### src/rtl/csc_map.svh
`ifndef CSC_MAP_SVH
`define CSC_MAP_SVH
// register byte offsets
`define CSC_OFF_CTRL      12'h000
`define CSC_OFF_INT_STAT  12'h004
`define CSC_OFF_INT_EN    12'h008
`define CSC_OFF_INT_CLR   12'h00C
// field positions of the status and control register
`define CSC_BIT_ENABLE    7
`define CSC_BIT_REFSEL    6
`define CSC_BIT_FLAG      5
`define CSC_BIT_IE        4
`define CSC_BIT_OUT       3
`define CSC_BIT_PINEN     2
`define CSC_MOD_HI        1
`define CSC_MOD_LO        0
// reset values
`define CSC_CTRL_RESET    8'h00
`define CSC_INT_EN_RESET  1'b1
// mode codes
`define CSC_MODE_FALL0    2'h0
`define CSC_MODE_RISE     2'h1
`define CSC_MODE_FALL2    2'h2
`define CSC_MODE_BOTH     2'h3
`endif

### src/rtl/csc_pkg.sv
package csc_pkg;
	typedef logic [1:0] csc_mode_t;
	typedef logic [7:0] csc_byte_t;
endpackage

### src/rtl/csc_top.sv
// Contract
// - the comparator is enabled only while control bit 7 is one.
// - bit 6 clear selects the external positive input pin, set selects the bandgap reference.
// - bit 5 is set whenever the compare event chosen by the mode field is detected.
// - bit 5 is cleared only by writing one to it or to bit 5 of the clear register; writing zero leaves it alone.
// - with bit 4 and the interrupt enable register bit 5 both set the interrupt request is asserted while the flag is set, else never.
// - bit 3 reads the present comparator output level and is read-only.
// - while the enable bit is zero, bit 3 is forced to zero and reads zero.
// - bit 2 set drives the comparator output onto the output pin, clear keeps it off.
// - mode codes 00 and 10 pick falling, 01 rising, 11 either edge.
`timescale 1ns/1ps
`default_nettype none
`include "csc_map.svh"
module csc_top #(
	parameter int ADDR_W = 12
) (
	// clock and reset
	input  wire logic              sys_clk,
	input  wire logic              rst_n,
	// apb slave
	input  wire logic              psel,
	input  wire logic              penable,
	input  wire logic              pwrite,
	input  wire logic [ADDR_W-1:0] paddr,
	input  wire logic [31:0]       pwdata,
	input  wire logic [3:0]        pstrb,
	output logic [31:0]            prdata,
	output logic                   pready,
	output logic                   pslverr,
	// analog core
	input  wire logic              cmp_raw,
	output logic                   cmp_enable,
	output logic                   cmp_ref_select,
	// pin and interrupt
	output logic                   comparator_output_pin,
	output logic                   comparator_output_pin_oe,
	output logic                   irq
);
	import csc_pkg::*;

	initial begin
		if (ADDR_W < 4) $error("ADDR_W too small");
	end

	// register state
	csc_byte_t   ctrl_r, ctrl_nxt;
	logic        flag_r, flag_nxt;
	logic        ien_r, ien_nxt;
	logic        sync1_r, sync2_r, prev_r;
	logic        sync_nxt, prev_nxt;
	logic [31:0] prdata_r, prdata_nxt;
	logic        pslverr_r, pslverr_nxt;

	logic wr, rd, edge_hit, mode_fall, mode_rise, live_out;
	logic clr_flag;
	csc_mode_t mode;

	function automatic logic addr_is(input logic [ADDR_W-1:0] a, input logic [11:0] off);
		addr_is = (a == ADDR_W'(off));
	endfunction

	// true for any of the four register offsets
	function automatic logic addr_mapped(input logic [ADDR_W-1:0] a);
		addr_mapped = addr_is(a, `CSC_OFF_CTRL) || addr_is(a, `CSC_OFF_INT_STAT) ||
			addr_is(a, `CSC_OFF_INT_EN) || addr_is(a, `CSC_OFF_INT_CLR);
	endfunction

	// apb strobes, zero wait state
	assign wr = psel && penable && pwrite;
	assign rd = psel && penable && !pwrite;
	assign pready = 1'b1;
	assign prdata = prdata_r;
	assign pslverr = pslverr_r;

	// control outputs to the analog core
	assign cmp_enable     = ctrl_r[`CSC_BIT_ENABLE];
	assign cmp_ref_select = ctrl_r[`CSC_BIT_REFSEL];
	assign mode = ctrl_r[`CSC_MOD_HI:`CSC_MOD_LO];

	// live output forced low while disabled
	assign live_out = sync2_r && cmp_enable;

	// edge detect against previous synchronised sample
	always_comb begin
		mode_rise = (mode == `CSC_MODE_RISE) || (mode == `CSC_MODE_BOTH);
		mode_fall = (mode == `CSC_MODE_FALL0) || (mode == `CSC_MODE_FALL2) ||
			(mode == `CSC_MODE_BOTH);
		edge_hit = cmp_enable && ((mode_rise && live_out && !prev_r) ||
			(mode_fall && !live_out && prev_r));
	end

	// synchroniser next values
	always_comb begin
		sync_nxt = cmp_raw;
		prev_nxt = live_out;
	end

	// two stage synchroniser and edge history
	always_ff @(posedge sys_clk or negedge rst_n) begin
		if (!rst_n) begin
			sync1_r <= 1'b0;
			sync2_r <= 1'b0;
			prev_r  <= 1'b0;
		end else begin
			sync1_r <= sync_nxt;
			sync2_r <= sync1_r;
			prev_r  <= prev_nxt;
		end
	end

	// register writes, flag set beats clear
	always_comb begin
		ctrl_nxt = ctrl_r;
		ien_nxt  = ien_r;
		clr_flag = 1'b0;
		if (wr && pstrb[0]) begin
			if (addr_is(paddr, `CSC_OFF_CTRL)) begin
				ctrl_nxt = pwdata[7:0];
				clr_flag = pwdata[`CSC_BIT_FLAG];
			end else if (addr_is(paddr, `CSC_OFF_INT_EN)) begin
				ien_nxt = pwdata[`CSC_BIT_FLAG];
			end else if (addr_is(paddr, `CSC_OFF_INT_CLR)) begin
				clr_flag = pwdata[`CSC_BIT_FLAG];
			end
		end
		ctrl_nxt[`CSC_BIT_FLAG] = 1'b0;
		ctrl_nxt[`CSC_BIT_OUT]  = 1'b0;
		if (edge_hit) begin
			flag_nxt = 1'b1;
		end else if (clr_flag) begin
			flag_nxt = 1'b0;
		end else begin
			flag_nxt = flag_r;
		end
	end

	// read mux and error answer
	always_comb begin
		prdata_nxt  = prdata_r;
		pslverr_nxt = 1'b0;
		if (psel && !penable) begin
			prdata_nxt = 32'h0000_0000;
			if (addr_is(paddr, `CSC_OFF_CTRL)) begin
				prdata_nxt[7:0] = ctrl_r;
				prdata_nxt[`CSC_BIT_FLAG] = flag_r;
				prdata_nxt[`CSC_BIT_OUT]  = live_out;
			end else if (addr_is(paddr, `CSC_OFF_INT_STAT)) begin
				prdata_nxt[`CSC_BIT_FLAG] = flag_r;
			end else if (addr_is(paddr, `CSC_OFF_INT_EN)) begin
				prdata_nxt[`CSC_BIT_FLAG] = ien_r;
			end
		end
		// error decided in setup so that it stands through the access phase
		if (psel && !penable && !addr_mapped(paddr)) begin
			pslverr_nxt = 1'b1;
		end
		if (psel && !penable && !pwrite && addr_is(paddr, `CSC_OFF_INT_CLR)) begin
			pslverr_nxt = 1'b1;  // clear register is write-only
		end
	end

	// register state flops
	always_ff @(posedge sys_clk or negedge rst_n) begin
		if (!rst_n) begin
			ctrl_r    <= `CSC_CTRL_RESET;
			flag_r    <= 1'b0;
			ien_r     <= `CSC_INT_EN_RESET;
			prdata_r  <= 32'h0000_0000;
			pslverr_r <= 1'b0;
		end else begin
			ctrl_r    <= ctrl_nxt;
			flag_r    <= flag_nxt;
			ien_r     <= ien_nxt;
			prdata_r  <= prdata_nxt;
			pslverr_r <= pslverr_nxt;
		end
	end

	// interrupt needs the control bit and the enable register both
	assign irq = flag_r && ctrl_r[`CSC_BIT_IE] && ien_r;

	// output pin drive
	assign comparator_output_pin    = live_out && ctrl_r[`CSC_BIT_PINEN];
	assign comparator_output_pin_oe = ctrl_r[`CSC_BIT_PINEN];
endmodule
`default_nettype wire
### config.mk
export PLATFORM = sky130hd
export DESIGN_NAME = csc_top
export DESIGN_NICKNAME = d
export VERILOG_FILES = /design/src/rtl/csc_pkg.sv /design/src/rtl/csc_top.sv
export VERILOG_INCLUDE_DIRS = /design/src /design/src/rtl
export SDC_FILE = /design/constraint.sdc
export NUM_CORES = 1
export LEC_CHECK = 0
export CELL_PAD_IN_SITES_DETAIL_PLACEMENT = 0
export CELL_PAD_IN_SITES_GLOBAL_PLACEMENT = 2
export CORE_MARGIN = 2
export CORE_UTILIZATION = 34
export DETAILED_ROUTE_END_ITERATION = 10
export DONT_BUFFER_PORTS = 1
export PLACE_DENSITY_LB_ADDON = 0.1
export SKIP_CTS_REPAIR_TIMING = 1
export SLEW_MARGIN = 20
export SYNTH_ARGS = -nofsm -noshare
export SYNTH_HDL_FRONTEND = slang
export SYNTH_SLANG_ARGS = --single-unit
export TNS_END_PERCENT = 20
### constraint.sdc
create_clock -name sys_clk -period 1.6 [get_ports sys_clk]
set_clock_uncertainty 0.1 [all_clocks]
set_input_delay 0.08 -clock sys_clk [delete_from_list [all_inputs] [get_ports sys_clk]]
set_output_delay 0.08 -clock sys_clk [all_outputs]
set_load 0.1 [all_outputs]
==> qor.csv <==
metric,value,unit
crit path from,ien_r,
adder-cell share of the synthesized area,0,%
die height,59.3,um
nets,178,
worst setup margin,117,ps
crit path max fanout,3,
CP top delay family,flip-flops,
mux contribution to synthesized area,7.59,%
fill count,293,
CTS sink count,20,
crit path capture,irq,
"count leader, synth",buf_4,
Fin Setup TNS,0,ps
P_int,0.000790,W
Post-Synth Simple-Gate Area,13.4,%
Final period util,92.7,%
Worst Tran Pin Value,906,ps
kind of critical path,flip-flop to output port,
Critical Path RT,1420,ps
Yosys warnings,0,
Reg2Reg Depth,4,
global route overflow,0,
type of origin of the critical path,flip-flop,
ys async rst share,100,%
Hold Crit Class,input pin to flip-flop,
WL/cell,12.6,um
largest family of logic cells by synthesized area,buffers and inverters,
Seq pwr share,41.4,%
hpwl dp,1410,um
clock share of power,33.0,%
leakage power,0.645,nW
Post-synth EDFFs,0,
final worst path period need,1480,ps
die width,59.3,um
CTS tree,done,
pin count of the biggest net entering global routing,21,
share of post-route cells with drive strength above 1,30.9,%
cts bufs inserted,3,
Placed Cells,139,
"Slew Viols, Final",0,
Total Power,0.00124,W
CP endpoint kind,output port,
Combinational Power Share,25.6,%
crit-path cells,and3_1 > buf_4,
Post-route DRC,0,
critical path's slowest cell,dfstp_2,
iteration count of the initial detailed-routing pass,4,
Worst Path Arrival,1300,ps
routability cong.,0.729,
max_slew headroom,39.4,%
FF-to-FF End,prdata[5],
vias in the first global route,617,
ys flop type,dfrtp_1,
starting density of the core,34.9,%
Vias,702,
Synth Area in Compound Gates,9.64,%
Bufs and invs on worst path,1,
XOR/XNOR share of the synthesized area,0.843,%
r2r setup slk,520,ps
Area Growth Syn to Fin,26.0,%
RR Startpoint,ien_r,
net switching power figure,0.000446,W
fin cells,156,
PwrDens,944,mW/mm2
IO Pins,93,
Peak supply drop,0.467,mV
"antenna viol nets, final",0,
sequential area share after synthesis,48.3,%
H-tree levels,1,
Yosys reg bits,20,
Yosys top cell by area,dfrtp_1,
DRT Wirelength,1960,um
Post-Syn Area,0.00104,mm2
fmax,674,MHz
sw frac,36.1,%
Syn Inst Count,91,
ANT cells,0,
RSZ-0062 raised after global routing,no,
status,"complete, no violations",
Synth area leaders,"dfrtp_1, buf_4, mux2_2, a22o_1, nor4_2",
"slowest stage delay, CP",560,ps
Yosys top cell area share,45.8,%
CTS clock-pin slew for the worst setup and hold paths,120,ps
clk_lat worst skew,300,ps
initial antenna violation count,0,
global-route wire length before repair,2790,um
CTS root buf,clkbuf_4,
# port buffers,0,
register area,504,um2
final setup vio count,0,
Die ar.,0.00351,mm2
Iteration-0 DRC Markers,5,
Worst path depth,2,
final hold vios,0,
Multi-input gate area,422,um2
pre-CTS setup slack,46.7,ps
Avg Inst Size Synth,11.4,um2
Core Area,0.00298,mm2
max cap viols,0,
unique cell type count in the Yosys netlist,25,
vias per cell,4.50,
commonest cells in the netlist,"buf_4, dfrtp_1, a22o_1",
Cell Rows,20,
gr usage total,11.1,%
clk buf depth,2,
## sequential cells by signal, indices dropped and copies added, names as in the netlist
register	cells
prev_r	1
prdata	8
ctrl_r	6
sync2_r	1
flag_r	1
pslverr	1
ien_r	1
sync1_r	1
## worst min-delay path by stage
stage              from         to  slack (ps)  cells after the start
4_1_cts           rst_n  ctrl_r[2]        -660                      0
5_1_grt        paddr[3]  prdata[1]          40                      3
3_5_place_dp      rst_n    sync1_r        -320                      0
2_1_floorplan     rst_n  ctrl_r[0]        -320                      0
3_3_place_gp      rst_n  ctrl_r[7]        -320                      0
6_report       paddr[2]     flag_r          30                      4
## kinds of logic (layout without fill, tap and decap cells)
| logic type | after synthesis | count (layout) |
|---|---|---|
| buffers and inverters | 29 | 38 |
| DFF | 20 | 20 |
| and+or+nand+nor | 19 | 19 |
| muxes | 7 | 7 |
| xor gates and xnor gates | 1 | 1 |
| AOI/OAI and AO/OA | 13 | 13 |
| other | 2 | 25 |
## metal layers
| layer | GRT usage [%] | share of wire (%) |
|---|---|---|
| met3 | 3.28 | 6.3 |
| met2 | 17.3 | 53 |
| met4 | 5.84 | 0.56 |
| met1 | 14.0 | 40 |
| met5 | 0 | 0 |
## stage by stage
step           hold slack [ps]  util (%)  area, um2
5_1_grt                   40.1      43.9       1310
6_report                  32.1      43.9       1310
3_3_place_gp              -315      37.8       1130
3_5_place_dp              -315      37.8       1130
4_1_cts                   -661      39.6       1180
2_1_floorplan             -316         -       1130
## power by group through the flow
stage / Clock [W] / Sequential [W] / Combinational [W]
after CTS: 0.000426 / 0.000511 / 0.000283
after global placement: 0 / 0.000521 / 0.000283
after floorplan: 0 / 0.000531 / 0.000315
after detailed placement: 0 / 0.000521 / 0.000283
final: 0.000408 / 0.000511 / 0.000316
after global routing: 0.000445 / 0.000512 / 0.000328
## worst min-delay path: stages
cell     delay, ps
xnor2_1         40
nand2_1         50
or3_1          100
a22o_1         130
## layout by cell type (no fill, tap or decap), types with 2 or more instances in the layout
cell type / n
inv_1: 3
nor2_1: 3
nand2_1: 4
mux2_2: 7
dlygate4sd3_1: 13
buf_4: 17
a22o_1: 8
clkbuf_4: 3
conb_1: 25
nor4_2: 3
dfrtp_1: 17
dfrtp_2: 2
## cell type report
type,instances,share of cell area (%)
Clock buffer,3,1.72
Clock inverter,1,2.29
Sequential cell,20,38.5
Multi-Input combinational cell,65,32.2
Timing Repair Buffer,31,21.2
Inverter,3,0.860
Tap cell,33,3.15
Note: power is estimated with default switching activity, not from simulation.
